==> src/hw/ind_regs.svh <==
// Register map, field positions and frame lengths of the indication port
`ifndef IND_REGS_SVH
`define IND_REGS_SVH

// ----------------------------------------------------------------------
// Register offsets (byte addresses)
// ----------------------------------------------------------------------
`define OFS_CTRL      8'h00
`define OFS_STATUS    8'h04
`define OFS_FIFO      8'h08
`define OFS_RX_IND    8'h0C
`define OFS_TX_IND    8'h10
`define OFS_DA_IND    8'h14

// ----------------------------------------------------------------------
// Fields and reset values
// ----------------------------------------------------------------------
`define CTRL_RX_EN    0
`define CTRL_TX_EN    1
`define CTRL_DA_EN    2
`define CTRL_FLUSH    3
`define CTRL_RESET    3'h7
`define ST_FULL       0
`define ST_ROLE       1
`define ST_OVF        2
`define ST_LEVEL_LSB  16
`define RESP_OKAY     2'h0
`define RESP_SLVERR   2'h2

// ----------------------------------------------------------------------
// Frame lengths, data type code, full margin
// ----------------------------------------------------------------------
`define RX_IND_LEN    13
`define TX_IND_LEN    18
`define DA_IND_LEN    13
`define TYPE_DATA     3'h2
`define PHY_MARGIN    4

`endif

==> src/hw/ind_pkg.sv <==
// Shared types of the indication port
package ind_pkg;
  typedef enum logic [1:0] {
    kind_data, kind_vc_rm, kind_vp_rm, kind_rsvd
  } cell_kind_e;
  typedef enum logic {rx_idle, rx_shift} rx_state_e;
endpackage

==> src/hw/ind_frame_rx.sv <==
// One-wire indication frame receiver, bit 0 first
module ind_frame_rx #(
  parameter int LEN = 13
) (
  input  wire logic           clk,
  input  wire logic           rstn,
  input  wire logic           en,
  input  wire logic           line,
  output logic                frame_valid,
  output logic [LEN-1:0]      frame
);
  localparam int CW = $clog2(LEN);
  localparam logic [CW-1:0] LAST = CW'(LEN - 1);

  logic                line_s1;
  logic                line_s2;
  ind_pkg::rx_state_e  state_reg;
  logic [CW-1:0]       cnt_reg;
  logic [LEN-1:0]      sh_reg;

  // Pin crosses into clk with two flops
  always_ff @(posedge clk or negedge rstn) begin
    if (!rstn) begin
      line_s1 <= 1'b0;
      line_s2 <= 1'b0;
    end else begin
      line_s1 <= line;
      line_s2 <= line_s1;
    end
  end

  // A 1 while idle is the framing bit; then the fixed length follows
  always_ff @(posedge clk or negedge rstn) begin
    if (!rstn) begin
      state_reg   <= ind_pkg::rx_idle;
      cnt_reg     <= '0;
      sh_reg      <= '0;
      frame       <= '0;
      frame_valid <= 1'b0;
    end else begin
      frame_valid <= 1'b0;
      case (state_reg)
        ind_pkg::rx_idle: begin
          if (en && line_s2) begin // RULE21
            sh_reg    <= {line_s2, sh_reg[LEN-1:1]};
            cnt_reg   <= CW'(1);
            state_reg <= ind_pkg::rx_shift;
          end
        end
        ind_pkg::rx_shift: begin
          sh_reg  <= {line_s2, sh_reg[LEN-1:1]};
          cnt_reg <= cnt_reg + 1'b1;
          if (cnt_reg == LAST) begin // RULE21
            frame       <= {line_s2, sh_reg[LEN-1:1]};
            frame_valid <= 1'b1;
            state_reg   <= ind_pkg::rx_idle;
          end
        end
        default: state_reg <= ind_pkg::rx_idle;
      endcase
    end
  end
endmodule

==> src/hw/ind_port.sv <==
// Serial indication port: three frame receivers and receive FIFO monitor
// ----------------------------------------------------------------------
// Summary of operation
// RULE1: received-cell frame is 13 bits: channel 12..2, good/bad 1, framing 0
// RULE2: good/bad 0 means lookup hit; 1 means discard the cell
// RULE3: partner sends bit 0 first, framing 1, line idles at 0
// RULE4: transmitted frame 18 bits: chan, loss prio, type, source, ack, framing
// RULE5: type with loss priority classifies rate, data or RM level, FIFO
// RULE6: 000/001 VC RM A/B, 010 data, 100/101 VP RM A/B; prio swaps C/D
// RULE7: source bit 0 partner table, 1 scheduled by this device
// RULE8: send acknowledge 1 means cell goes out, 0 means it does not
// RULE9: partner sends transmitted frame bit 0 first and idles the line at 0
// RULE10: partner sends it once data is ready, matching the offered next cell
// RULE11: partner sends availability frame only on a channel status change
// RULE12: availability frame: channel 12..2, status 1 available, framing 0
// RULE13: partner sends availability frames bit 0 first, line 0 between
// RULE14: partner sends received frame only after its lookup resolves
// RULE15: ATM role: full output high when receive FIFO is full
// RULE16: PHY role: full output high within four bytes of full
// RULE17: byte-wide cell interface, role select picks which pin is enable
// RULE18: cell interface only observes, never drives the handshake
// RULE19: a compliant peer must run the cell handshake itself
// RULE20: cell interface samples on rising edge of its cell clock
// RULE21: receiver starts on a 1 when idle, shifts fixed length, strobes
// ----------------------------------------------------------------------
//
// The AXI4-Lite slave port and the register offsets are this design's own decisions.
`include "ind_regs.svh"

module ind_port #(
  parameter int FIFO_DEPTH = 64
) (
  input  wire logic         clk,
  input  wire logic         rstn,
  // Serial indication lines and full output
  input  wire logic         rx_cell_ind_line,
  input  wire logic         tx_cell_ind_line,
  input  wire logic         data_avail_line,
  output logic              rx_fifo_full_out,
  // Observed cell bus
  input  wire logic         utopia_role_select,
  input  wire logic         rx_cell_clock,
  input  wire logic [7:0]   rx_cell_data,
  input  wire logic         rx_cell_soc,
  input  wire logic         ut_enb_atm_n,
  input  wire logic         ut_enb_phy_n,
  // Decoded indications
  output logic              rx_ind_valid,
  output logic [10:0]       rx_ind_chan,
  output logic              rx_ind_discard,
  output logic              tx_ind_valid,
  output logic [10:0]       tx_ind_chan,
  output logic              tx_ind_clp,
  output logic [2:0]        tx_ind_type,
  output logic              tx_ind_by_dev,
  output logic              tx_ind_send_ack,
  output logic              tx_ind_out_of_rate,
  output ind_pkg::cell_kind_e tx_ind_kind,
  output logic [1:0]        tx_ind_rm_fifo,
  output logic              da_ind_valid,
  output logic [10:0]       da_ind_chan,
  output logic              da_ind_avail,
  // AXI4-Lite slave
  input  wire logic         awvalid,
  output logic              awready,
  input  wire logic [7:0]   awaddr,
  input  wire logic         wvalid,
  output logic              wready,
  input  wire logic [31:0]  wdata,
  input  wire logic [3:0]   wstrb,
  output logic              bvalid,
  input  wire logic         bready,
  output logic [1:0]        bresp,
  input  wire logic         arvalid,
  output logic              arready,
  input  wire logic [7:0]   araddr,
  output logic              rvalid,
  input  wire logic         rready,
  output logic [31:0]       rdata,
  output logic [1:0]        rresp
);
  localparam int PW = $clog2(FIFO_DEPTH);
  localparam int LW = $clog2(FIFO_DEPTH + 1);
  localparam logic [LW-1:0] LVL_MAX  = LW'(FIFO_DEPTH);
  localparam logic [LW-1:0] LVL_NEAR = LW'(FIFO_DEPTH - `PHY_MARGIN);

  // ----------------------------------------------------------------------
  // Functions
  // ----------------------------------------------------------------------
  function automatic logic [7:0] word_of(input logic [7:0] a);
    return {a[7:2], 2'h0};
  endfunction

  function automatic logic is_mapped(input logic [7:0] a);
    return word_of(a) <= `OFS_DA_IND;
  endfunction

  function automatic logic [PW-1:0] next_ptr(input logic [PW-1:0] p);
    return (p == PW'(FIFO_DEPTH - 1)) ? '0 : p + 1'b1;
  endfunction

  function automatic ind_pkg::cell_kind_e kind_of(input logic [2:0] t);
    case (t)
      3'h0, 3'h1: return ind_pkg::kind_vc_rm;
      `TYPE_DATA: return ind_pkg::kind_data;
      3'h4, 3'h5: return ind_pkg::kind_vp_rm;
      default:    return ind_pkg::kind_rsvd;
    endcase
  endfunction

  // ----------------------------------------------------------------------
  // Serial frame receivers
  // ----------------------------------------------------------------------
  logic [2:0]              ctrl_reg;
  logic                    rx_fv;
  logic                    tx_fv;
  logic                    da_fv;
  logic [`RX_IND_LEN-1:0]  rx_fr;
  logic [`TX_IND_LEN-1:0]  tx_fr;
  logic [`DA_IND_LEN-1:0]  da_fr;

  ind_frame_rx #(.LEN(`RX_IND_LEN)) u_rx_ind (
    .clk         (clk),
    .rstn        (rstn),
    .en          (ctrl_reg[`CTRL_RX_EN]),
    .line        (rx_cell_ind_line),
    .frame_valid (rx_fv),
    .frame       (rx_fr)
  );

  ind_frame_rx #(.LEN(`TX_IND_LEN)) u_tx_ind (
    .clk         (clk),
    .rstn        (rstn),
    .en          (ctrl_reg[`CTRL_TX_EN]),
    .line        (tx_cell_ind_line),
    .frame_valid (tx_fv),
    .frame       (tx_fr)
  );

  ind_frame_rx #(.LEN(`DA_IND_LEN)) u_da_ind (
    .clk         (clk),
    .rstn        (rstn),
    .en          (ctrl_reg[`CTRL_DA_EN]),
    .line        (data_avail_line),
    .frame_valid (da_fv),
    .frame       (da_fr)
  );

  // ----------------------------------------------------------------------
  // Field decode
  // ----------------------------------------------------------------------
  always_ff @(posedge clk or negedge rstn) begin
    if (!rstn) begin
      rx_ind_valid   <= 1'b0;
      rx_ind_chan    <= '0;
      rx_ind_discard <= 1'b0;
    end else begin
      rx_ind_valid <= rx_fv;
      if (rx_fv) begin
        rx_ind_chan    <= rx_fr[12:2]; // RULE1
        rx_ind_discard <= rx_fr[1]; // RULE2
      end
    end
  end

  always_ff @(posedge clk or negedge rstn) begin
    if (!rstn) begin
      tx_ind_valid       <= 1'b0;
      tx_ind_chan        <= '0;
      tx_ind_clp         <= 1'b0;
      tx_ind_type        <= '0;
      tx_ind_by_dev      <= 1'b0;
      tx_ind_send_ack    <= 1'b0;
      tx_ind_out_of_rate <= 1'b0;
      tx_ind_kind        <= ind_pkg::kind_vc_rm;
      tx_ind_rm_fifo     <= '0;
    end else begin
      tx_ind_valid <= tx_fv;
      if (tx_fv) begin
        tx_ind_chan        <= tx_fr[17:7]; // RULE4
        tx_ind_clp         <= tx_fr[6];
        tx_ind_type        <= tx_fr[5:3];
        tx_ind_by_dev      <= tx_fr[2]; // RULE7
        tx_ind_send_ack    <= tx_fr[1]; // RULE8
        tx_ind_out_of_rate <= tx_fr[6]; // RULE5
        tx_ind_kind        <= kind_of(tx_fr[5:3]); // RULE6
        // Loss priority moves A/B to C/D
        tx_ind_rm_fifo     <= {tx_fr[6], tx_fr[3]}; // RULE6
      end
    end
  end

  always_ff @(posedge clk or negedge rstn) begin
    if (!rstn) begin
      da_ind_valid <= 1'b0;
      da_ind_chan  <= '0;
      da_ind_avail <= 1'b0;
    end else begin
      da_ind_valid <= da_fv;
      if (da_fv) begin
        da_ind_chan  <= da_fr[12:2]; // RULE12
        da_ind_avail <= da_fr[1];
      end
    end
  end

  // ----------------------------------------------------------------------
  // Observed cell bus
  // ----------------------------------------------------------------------
  // The cell clock is sampled, not used as a clock: it must stay well
  // below half of clk or edges are missed.
  logic [12:0] ut_s1;
  logic [12:0] ut_s2;
  logic        ck_s3;
  logic        ck_rise;
  logic        role;
  logic        enb_act;

  always_ff @(posedge clk or negedge rstn) begin
    if (!rstn) begin
      ut_s1 <= 13'h1800;
      ut_s2 <= 13'h1800;
      ck_s3 <= 1'b0;
    end else begin
      ut_s1 <= {ut_enb_phy_n, ut_enb_atm_n, utopia_role_select,
                rx_cell_clock, rx_cell_soc, rx_cell_data};
      ut_s2 <= ut_s1;
      ck_s3 <= ut_s2[8+1];
    end
  end

  assign ck_rise = ut_s2[9] && !ck_s3; // RULE20
  assign role    = ut_s2[10];
  // Enable is an input pin in either role; nothing here drives the bus
  assign enb_act = role ? !ut_s2[12] : !ut_s2[11]; // RULE17

  // ----------------------------------------------------------------------
  // Receive FIFO
  // ----------------------------------------------------------------------
  logic [8:0]      mem [FIFO_DEPTH];
  logic [PW-1:0]   wr_ptr;
  logic [PW-1:0]   rd_ptr;
  logic [LW-1:0]   level;
  logic [LW-1:0]   level_next;
  logic            push;
  logic            pop;
  logic            flush;
  logic            ovf_reg;
  logic            ovf_clr;

  assign push = ck_rise && enb_act && level != LVL_MAX; // RULE18

  always_comb begin
    level_next = level;
    if (flush)
      level_next = '0;
    else if (push && !pop)
      level_next = level + 1'b1;
    else if (pop && !push)
      level_next = level - 1'b1;
  end

  always_ff @(posedge clk) begin
    if (push)
      mem[wr_ptr] <= ut_s2[8:0];
  end

  always_ff @(posedge clk or negedge rstn) begin
    if (!rstn) begin
      wr_ptr <= '0;
      rd_ptr <= '0;
      level  <= '0;
    end else begin
      level <= level_next;
      if (flush) begin
        wr_ptr <= '0;
        rd_ptr <= '0;
      end else begin
        if (push)
          wr_ptr <= next_ptr(wr_ptr);
        if (pop)
          rd_ptr <= next_ptr(rd_ptr);
      end
    end
  end

  // A byte lost to a full FIFO wins over a clear in the same cycle
  always_ff @(posedge clk or negedge rstn) begin
    if (!rstn)
      ovf_reg <= 1'b0;
    else if (ck_rise && enb_act && level == LVL_MAX)
      ovf_reg <= 1'b1;
    else if (ovf_clr)
      ovf_reg <= 1'b0;
  end

  always_ff @(posedge clk or negedge rstn) begin
    if (!rstn)
      rx_fifo_full_out <= 1'b0;
    else if (role)
      rx_fifo_full_out <= level_next >= LVL_NEAR; // RULE16
    else
      rx_fifo_full_out <= level_next == LVL_MAX; // RULE15
  end

  // ----------------------------------------------------------------------
  // AXI4-Lite slave
  // ----------------------------------------------------------------------
  logic        aw_hold;
  logic        w_hold;
  logic [7:0]  aw_addr_reg;
  logic [31:0] w_data_reg;
  logic [3:0]  w_strb_reg;
  logic        do_wr;
  logic        ctrl_wr;

  assign awready = !aw_hold && !bvalid;
  assign wready  = !w_hold && !bvalid;
  assign arready = !rvalid;
  assign do_wr   = aw_hold && w_hold && !bvalid;
  assign ctrl_wr = do_wr && word_of(aw_addr_reg) == `OFS_CTRL
                   && w_strb_reg[0];
  assign flush   = ctrl_wr && w_data_reg[`CTRL_FLUSH];
  assign ovf_clr = do_wr && word_of(aw_addr_reg) == `OFS_STATUS
                   && w_strb_reg[0] && w_data_reg[`ST_OVF];
  assign pop     = arvalid && arready && !flush
                   && word_of(araddr) == `OFS_FIFO && level != '0;

  always_ff @(posedge clk or negedge rstn) begin
    if (!rstn) begin
      aw_hold     <= 1'b0;
      w_hold      <= 1'b0;
      aw_addr_reg <= '0;
      w_data_reg  <= '0;
      w_strb_reg  <= '0;
      bvalid      <= 1'b0;
      bresp       <= `RESP_OKAY;
    end else begin
      if (awvalid && awready) begin
        aw_hold     <= 1'b1;
        aw_addr_reg <= awaddr;
      end
      if (wvalid && wready) begin
        w_hold     <= 1'b1;
        w_data_reg <= wdata;
        w_strb_reg <= wstrb;
      end
      if (do_wr) begin
        aw_hold <= 1'b0;
        w_hold  <= 1'b0;
        bvalid  <= 1'b1;
        bresp   <= is_mapped(aw_addr_reg) ? `RESP_OKAY : `RESP_SLVERR;
      end else if (bvalid && bready) begin
        bvalid <= 1'b0;
      end
    end
  end

  always_ff @(posedge clk or negedge rstn) begin
    if (!rstn)
      ctrl_reg <= `CTRL_RESET;
    else if (ctrl_wr)
      ctrl_reg <= w_data_reg[2:0];
  end

  always_ff @(posedge clk or negedge rstn) begin
    if (!rstn) begin
      rvalid <= 1'b0;
      rdata  <= '0;
      rresp  <= `RESP_OKAY;
    end else if (arvalid && arready) begin
      rvalid <= 1'b1;
      rresp  <= is_mapped(araddr) ? `RESP_OKAY : `RESP_SLVERR;
      case (word_of(araddr))
        `OFS_CTRL:   rdata <= {29'h0, ctrl_reg};
        `OFS_STATUS: rdata <= {(16 - LW)'(0), level, 13'h0, ovf_reg,
                               role, rx_fifo_full_out};
        `OFS_FIFO:   rdata <= {22'h0, level != '0, mem[rd_ptr]};
        `OFS_RX_IND: rdata <= {19'h0, rx_ind_chan, 1'b0, rx_ind_discard};
        `OFS_TX_IND: rdata <= {14'h0, tx_ind_chan, tx_ind_clp,
                               tx_ind_type, tx_ind_by_dev,
                               tx_ind_send_ack, 1'b0};
        `OFS_DA_IND: rdata <= {19'h0, da_ind_chan, 1'b0, da_ind_avail};
        default:     rdata <= 32'h0;
      endcase
    end else if (rvalid && rready) begin
      rvalid <= 1'b0;
    end
  end
endmodule

==> config.mk <==
export PLATFORM = sky130hd
export DESIGN_NAME = ind_port
export DESIGN_NICKNAME = d
export VERILOG_FILES = /design/src/hw/ind_pkg.sv /design/src/hw/ind_frame_rx.sv /design/src/hw/ind_port.sv
export VERILOG_INCLUDE_DIRS = /design/src /design/src/hw
export SDC_FILE = /design/constraint.sdc
export NUM_CORES = 1
export LEC_CHECK = 0
export BUFFER_PORTS_ARGS = -buffer_cell sky130_fd_sc_hd__buf_2
export CORE_ASPECT_RATIO = 0.75
export CORE_MARGIN = 2
export CORE_UTILIZATION = 35
export DETAILED_ROUTE_END_ITERATION = 10
export SYNTH_ARGS = -nofsm -noshare
export SYNTH_HDL_FRONTEND = slang
export SYNTH_SLANG_ARGS = --single-unit
==> constraint.sdc <==
create_clock -name clk -period 6.9 [get_ports clk]
set_input_delay 0.345 -clock clk [delete_from_list [all_inputs] [get_ports clk]]
set_output_delay 0.345 -clock clk [all_outputs]
set_load 0.05 [all_outputs]
# Word level (Yosys, flattened, before mapping)
# Memory sizes are Yosys's and may differ from the RTL's.
# Index checks and enable logic that the tools add are counted.
# word_totals
wordCells,196
n_memories,1
output_inout_bits,91
regBits,265
mem_bits_rw,576
# memory_table
name,words,word_bits,rd,rd_clocked_by_memory_dff,write_ports,line_no,text
mem,64,9,1,0,1,ind_port.sv:240,logic [8:0] mem [FIFO_DEPTH];
# classes
magnitude_cmp,3
add_sub_neg,7
n_reduce_logical,53
bitwise,3
muxes,54
n_eq_ne,21
# ops
operator,n
$pmux 23 s6,1
$pmux 13 s2,2
$mux 6,6
$pmux 18 s2,1
$logic_and 1x1->1,27
$mux 1,26
$mux 13,2
$mux 7,3
$mux 18,1
$le 8x5->1 const B,2
$pmux 4 s2,2
$eq 7x7->1 const B,2
$reduce_bool 2->1,7
$add 6x1->6 const B,2
$eq 6x1->1 const B,2
$eq 6x2->1 const B,2
$eq 6x3->1 const B,2
$eq 6x6->1 const B,2
$logic_not 6->1,2
$logic_not 1->1,10
$pmux 5 s2,1
$add 4x1->4 const B,2
$eq 4x4->1 const B,2
$mux 4,2
19 further kinds,30

# Depth between registers and ports, before layout
# Gate-level depths: netlist (run 1).
# logic_depth
ltp_word,15
mapped_depth,10

# Hierarchy
# From an unflattened synthesis (run 1), not the netlist that was laid out.
# hier_totals
cells_unflattened,1682
area_unflattened_um2,32130.8
# by_module_without_submodules
module,seq_area_each_um2,instances,area_each_um2,cells_each
ind_port,20734.9,1,27821.7,1367
ind_frame_rx at u_da_ind ...,825.8,2,1298.7,105
ind_frame_rx at u_tx_ind,1101.1,1,1711.6,105

# Least setup slack after synthesis (run 1)
# No wires, ideal clock.
# synth_timing
kind,register -> register
start,reg rd_ptr[0]
end,reg rdata[0]
setup_time_ns,0.126
n_path_buf,2
synth_period_minus_slack_ns,2.945
stages_incl_launch_ff,7
arrival_ns,2.819
path_slack_ns,3.955
required_time_ns,6.774
cell_sequence,dfrtp_1 > clkbuf_1 > buf_1 > mux4_2 > mux4_2 > mux4_2 > a221o_1
# synth_via
elab_chain_len,2
# synth_rtl
item,line_no,text
start: declaration,ind_port.sv:242,logic [PW-1:0] rd_ptr;
start signal: assignment,ind_port.sv:282,rd_ptr <= next_ptr(rd_ptr);
$mem_v2 64x9,-,
$pmux 23 s6,ind_port.sv:374,case (word_of(araddr))
end signal: assignment,ind_port.sv:375,"`OFS_CTRL: rdata <= {29'h0, ctrl_reg};"
end signal: assignment,ind_port.sv:376,"`OFS_STATUS: rdata <= {(16 - LW)'(0), level, 13'h0, ovf_reg,"
end signal: assignment,ind_port.sv:378,"`OFS_FIFO: rdata <= {22'h0, level != '0, mem[rd_ptr]};"
end: declaration,ind_port.sv:79,"output logic [31:0] rdata,"
# Every way passes these cells.
# A chain may end at the register's enable or synchronous reset.

# Final worst setup path (run 1)
# layout_timing
start,reg ut_s2[10]
end,"mem mem[58][6], enable pin"
# layout_via
elab_chain_len,5
# layout_rtl
item,line_no,text
start: declaration,ind_port.sv:213,logic [12:0] ut_s2;
start signal: assignment,ind_port.sv:227,ut_s2 <= ut_s1;
$mux 1,ind_port.sv:235,assign enb_act = role ? !ut_s2[12] : !ut_s2[11];
$logic_and 1x1->1 (2 in series),ind_port.sv:251,assign push = ck_rise && enb_act && level != LVL_MAX;
$mux 1,ind_port.sv:264,if (push)
$mux 1 (not written as such),ind_port.sv:265,mem[wr_ptr] <= ut_s2[8:0];
end: declaration,ind_port.sv:240,
# Every way passes these cells.

==> metrics.md, run 1 <==
| Metric | Value |
|---|---|
| Skew final | `0.0280 ns` |
| Pre-antenna DRT Iters | `6` |
| Ports | `166` |
| Commonest non-fill, non-tap cell in the layout | `edfxtp_1` |
| Root buffer cell | `clkbuf_16` |
| Worst-Margin Slew | `1.27 ns` |
| Register bit count reported by yosys | `817` |
| Pin count of the biggest net entering global routing | `172` |
| # nets final | `1933` |
| RSZ-0062 raised after global routing | `false` |
| Total GRT Usage | `15.5%` |
| WL met2 | `31.8 mm` |
| Biggest register | `mem` |
| Critical Path End Type | `flip-flop` |
| Postcts setup bufs | `0` |
| Multi-input logic area | `0.00800 mm²` |
| Detailed Place HPWL | `45.6 mm` |
| Required @ worst endpoint | `7.12 ns` |
| Run status | `complete, no violations` |
| Cts repair resizes | `0` |
| TNS Setup | `0 ns` |
| LEAKAGE | `12.9 nW` |
| Hold path startpoint | `awvalid` |
| Met3 wire length | `4.68 mm` |
| Clock buffer depth | `3` |
| Row count | `95` |
| Wirelength per Cell | `23.2 µm` |
| Total power density per cell area | `308 mW/mm²` |
| Vias per cell | `5.21` |
| Max Clk Rate | `247 MHz` |
| Cells after Synth | `1698` |
| Highest metal used | `met4` |
| Vias | `16263` |
| TritonCTS clock tree | `done` |
| Fin. max-slew vios | `0` |
| Setup crit start kind | `flip-flop` |
| Crit Path Class | `flip-flop to flip-flop` |
| Commonest cells after routing, fill and taps aside | `edfxtp_1 (576), dfrtp_1 (220), mux4_2 (187)` |
| Syn avg cell area | `18.7 µm²` |
| Clock transition at path regs | `0.07 ns` |
| VDD IR-drop max | `0.000297 V` |
| Reg2Reg Launch Point | `ut_s2[10]` |
| Reg area | `0.0234 mm²` |
| Layout cells sized above 1 | `30.0%` |
| Starting Density | `35.4%` |
| Port bufs | `119` |
| Core area | `0.0899 mm²` |
| Cell area after synthesis | `0.0318 mm²` |
| Registers with the most flip-flops | `mem: 576 flops, rdata: 23 flops, u_tx_ind.frame: 17 flops` |
| Tcrit/Tclk final | `58.7%` |
| Max-cap violations | `0` |
| CTS Sinks | `817` |
| Die X | `352 µm` |
| Ys Warns | `0` |
| CP arrival | `4.27 ns` |
| Asr flop ratio synth | `29.5%` |
| DRT met1 WL | `34.4 mm` |
| R2R Setup Slk | `2.85 ns` |
| Final hold violation count | `0` |
| Antenna-violating nets left | `0` |
| Total Power | `0.0112 W` |
| Min Tclk post-route | `4.05 ns` |
| Layout Utilization | `40.6%` |
| Initial antenna violation count | `0` |
| Area grow syn2layout | `14.7%` |
| HP Class | `input pin to flip-flop` |
| CTS HTree Levels | `3` |
| Worst Setup SP | `ut_s2[10]` |
| DRC viols | `0` |
| Slew headroom | `14.7%` |
| Clock latency on the worst-skew pair | `0.63 ns` |
| Seq/Total Area, Yosys | `73.4%` |
| GP Congestion | `0.869` |
| Setup-failing EPs final | `0` |
| Filler instances | `7988` |
| Synth Flop Type | `edfxtp_1` |
| WL final | `72.3 mm` |
| Global-route wire length before repair | `109 mm` |
| Vias in the first global route | `16532` |
| Grt ovf | `0` |
| Initial DRC count | `1571` |
| CTS buffer count | `75` |
| Max reg flops | `576` |
| Number of synthesized flops with an enable pin | `576` |
| Crit-path max FO | `9` |
| Unique masters post-synth | `59` |
| Die area | `0.0933 mm²` |
| Die H | `265 µm` |
timing repair:
item                       4_1_cts  5_1_grt
setup endpoints to repair        0        0
hold endpoints to repair        96        0
hold buffers                    30        0
stage by stage:
| step | hold WS, ns | setup WS [ns] | cell area, µm² | std cells |
|---|---|---|---|---|
| 3_3_place_gp | 0.333 | 2.96 | 33700 | 2952 |
| 6_report | 0.132 | 2.85 | 36500 | 3120 |
| 3_5_place_dp | 0.335 | 2.94 | 33700 | 2952 |
| 2_1_floorplan | 0.0494 | 3.95 | 31800 | 1708 |
| 4_1_cts | 0.0881 | 2.93 | 36500 | 3119 |
| 5_1_grt | 0.138 | 2.79 | 36500 | 3119 |
worst paths after layout:
kind                              endpoint  cells after the start
max in group asynchronous         ut_s2[0]                      3
setup / recovery                mem[58][6]                      6
hold reg to reg                   ut_s2[3]                      0
setup reg to reg                mem[58][6]                      6
hold / removal                     aw_hold                      3
min in group asynchronous  da_ind_chan[10]                      2
cell families (layout without fill, tap and decap cells):
group / Yosys count / count (layout) / synth area share [%]
other: 1 / 12 / 0.0118
XOR/XNOR: 5 / 5 / 0.138
AO/OA/AOI/OAI: 103 / 103 / 2.25
adder cells (fa/ha/maj): 11 / 11 / 0.433
multiplexers: 306 / 306 / 17.4
buffers and inverters: 115 / 314 / 1.60
AND/OR/NAND/NOR: 340 / 340 / 4.79
flip-flops: 817 / 817 / 73.4
where the power goes:
group | internal, W | leakage, nW | total [W] | switching, W
Sequential | 0.00551 | 8.31 | 0.00584 | 0.000324
Combinational | 0.000594 | 3.40 | 0.00119 | 0.000593
Clock | 0.00241 | 1.24 | 0.00420 | 0.00179
cell type report:
class,count,share of cell area (%)
sequential,817,64.0
timing repair buffer,160,2.81
inverter,17,0.175
clock inverter,26,0.669
clock buffer,111,6.23
multi-input combinational,776,21.9
antenna,1,0.00686
tap,1212,4.16
synthesized netlist by cell type (15+ instances only):
library cell,count,area (µm²)
nand3_1,15,75.1
clkbuf_1,61,229
mux4_2,187,4210
nand2_1,153,574
inv_1,17,63.8
nor2_1,101,379
dfrtp_1,233,5830
a21oi_1,23,115
buf_4,16,120
edfxtp_1,576,17300
mux2_2,107,1200
o21ai_0,21,105
metal layers:
| metal | vias up | track usage [%] |
|---|---|---|
| li1 | 6928 | - |
| met1 | 8715 | 24.0 |
| met2 | 526 | 22.2 |
| met3 | 94 | 2.95 |
| met4 | 0 | 4.19 |
| met5 | - | 0 |
critical path: stages, from the launching register on:
cell,delay [ns]
dfrtp_1,0.48
mux2i_1,0.67
o211ai_1,0.19
buf_4,0.21
nor2_1,0.22
nand3b_1,0.65
nor2_1,1.22
Note: power is estimated with default switching activity, not from simulation.
==> inputs of run 2 (changes only) <==
==> constraint.sdc (replaced) <==
create_clock -name clk -period 3.3 [get_ports clk]
set_input_delay 0.165 -clock clk [delete_from_list [all_inputs] [get_ports clk]]
set_output_delay 0.165 -clock clk [all_outputs]
set_load 0.05 [all_outputs]
==> metrics.md, run 2 (synthesis results as in run 1) <==
| Metric | Value |
|---|---|
| Max-cap violations | `0` |
| Total GRT Usage | `15.7%` |
| Min Tclk post-route | `3.03 ns` |
| Critical Path End | `rdata[0]` |
| Max Clk Rate | `330 MHz` |
| Die X | `352 µm` |
| Detailed Place HPWL | `47.8 mm` |
| Max reg flops | `576` |
| Postcts setup bufs | `0` |
| Worst Setup SP | `rd_ptr[0]` |
| Setup crit start kind | `flip-flop` |
| VDD IR-drop max | `0.000494 V` |
| Vias | `16615` |
| Multi-input logic area | `0.00800 mm²` |
| Critical Path End Type | `flip-flop` |
| Starting Density | `35.4%` |
| Ant diodes | `0` |
| Setup-failing EPs final | `0` |
| Reg2Reg Depth | `5` |
| RR Endpoint | `rdata[0]` |
| Layout cells sized above 1 | `33.5%` |
| Run status | `complete, no violations` |
| Clock transition at path regs | `0.06 ns` |
| Biggest register | `mem` |
| Port bufs | `119` |
| Placed Area | `0.0346 mm²` |
| GP Congestion | `0.866` |
| # nets final | `2047` |
| Total power density per cell area | `631 mW/mm²` |
| Worst-Margin Slew | `1.26 ns` |
| CTS Sinks | `817` |
| Core area | `0.0899 mm²` |
| CTS buffer count | `77` |
| Wirelength per Cell | `22.6 µm` |
| Row count | `95` |
| TritonCTS clock tree | `done` |
| Reg area | `0.0234 mm²` |
| Registers with the most flip-flops | `mem: 576 flops, rdata: 23 flops, u_tx_ind.frame: 17 flops` |
| DRC viols | `0` |
| Filler instances | `8008` |
| Vias in the first global route | `16708` |
| Ports | `166` |
| Initial DRC count | `1839` |
| Initial antenna violation count | `0` |
| Tcrit/Tclk final | `91.7%` |
| Root buffer cell | `clkbuf_16` |
| Die H | `265 µm` |
| TNS Setup | `0 ns` |
| CP arrival | `3.55 ns` |
| Required @ worst endpoint | `3.82 ns` |
| Commonest cells after routing, fill and taps aside | `edfxtp_1 (576), dfrtp_1 (220), mux4_2 (187)` |
| R2R Setup Slk | `0.27 ns` |
| Vias per cell | `5.13` |
| Skew final | `0.0331 ns` |
| LEAKAGE | `13.5 nW` |
| Slew headroom | `16.0%` |
| Global-route wire length before repair | `110 mm` |
| Antenna-violating nets left | `0` |
| Pre-antenna DRT Iters | `6` |
| Pin count of the biggest net entering global routing | `95` |
| Commonest non-fill, non-tap cell in the layout | `edfxtp_1` |
| CTS HTree Levels | `3` |
| Fin. max-slew vios | `0` |
| Final instance area | `0.0374 mm²` |
| Reg2Reg Launch Point | `rd_ptr[0]` |
| Clock buffer depth | `3` |
| RSZ-0062 raised after global routing | `false` |
| Clock latency on the worst-skew pair | `0.65 ns` |
| HP Class | `input pin to flip-flop` |
| Grt ovf | `0` |
| Final hold violation count | `0` |
| Area grow syn2layout | `17.7%` |
| Total Power | `0.0236 W` |
| Die area | `0.0933 mm²` |
| WL final | `73.0 mm` |
| Crit-path max FO | `45` |
| Crit Path Class | `flip-flop to flip-flop` |
-- run 2: cell count changes in the layout (fill, tap and decap cells not counted), sizes merged --
cell,before,now
buf,130,240
bufinv,3,6
clkbuf,111,98
clkinv,17,31
clkinvlp,2,4
diode,1,0
dlygate4sd3,30,32
inv,21,20
-- run 2: stage by stage --
| stage | util, % | worst slack [ns] | instances | hold slack (ns) |
|---|---|---|---|---|
| after floorplan | - | 0.355 | 1708 | -0.131 |
| after global placement | 38.5 | 0.290 | 3062 | 0.231 |
| after detailed placement | 38.5 | 0.269 | 3062 | 0.238 |
| after CTS | 41.7 | 0.253 | 3236 | 0.0309 |
| after global routing | 41.7 | 0.115 | 3236 | 0.0978 |
| final | 41.7 | 0.273 | 3236 | 0.0701 |
-- run 2: how the worst min path moves through the flow --
stage	from	to	slack, ns	depth (start not counted)
6_report	araddr[3]	rdata[9]	0.07	5
5_1_grt	araddr[3]	rdata[13]	0.1	4
3_3_place_gp	rstn	u_da_ind.line_s2	0.23	1
2_1_floorplan	rstn	aw_addr_reg[2]	-0.13	0
3_5_place_dp	rstn	da_ind_chan[5]	0.24	1
4_1_cts	araddr[3]	rdata[9]	0.03	5
-- run 2: what timing repair did --
action / in CTS / in global routing
endpoints found under the setup margin: 0 / 0
resized for setup: 0 / 0
hold buffers: 32 / 0
hold endpoints to repair: 121 / 0
-- run 2: final cells by class --
class,instances,area share (%)
Sequential cell,817,62.4
Inverter,17,0.170
Tap cell,1212,4.05
Clock buffer,98,5.50
Timing Repair Buffer,272,5.30
Multi-Input combinational cell,776,21.4
Clock inverter,44,1.20
-- run 2: per-layer routing --
layer | GRT usage (%) | vias up | part of all wire, %
met3 | 3.71 | 91 | 7.9
met4 | 3.38 | 0 | 1.7
li1 | - | 7172 | -
met1 | 24.4 | 8808 | 47
met2 | 22.5 | 544 | 44
met5 | 0 | - | 0
-- run 2: where the power goes --
group	switching [W]	total [W]	internal (W)
logic	0.00137	0.00270	0.00133
registers	0.000579	0.0121	0.0115
clock network	0.00387	0.00881	0.00494
total	0.00582	0.0236	0.0178
-- run 2: critical path: stages (launching register included) --
cell and delay, ns:
dfrtp_4 0.47, buf_12 0.34, mux4_2 0.60, mux4_2 0.58, mux4_2 0.54, a221o_1 0.35
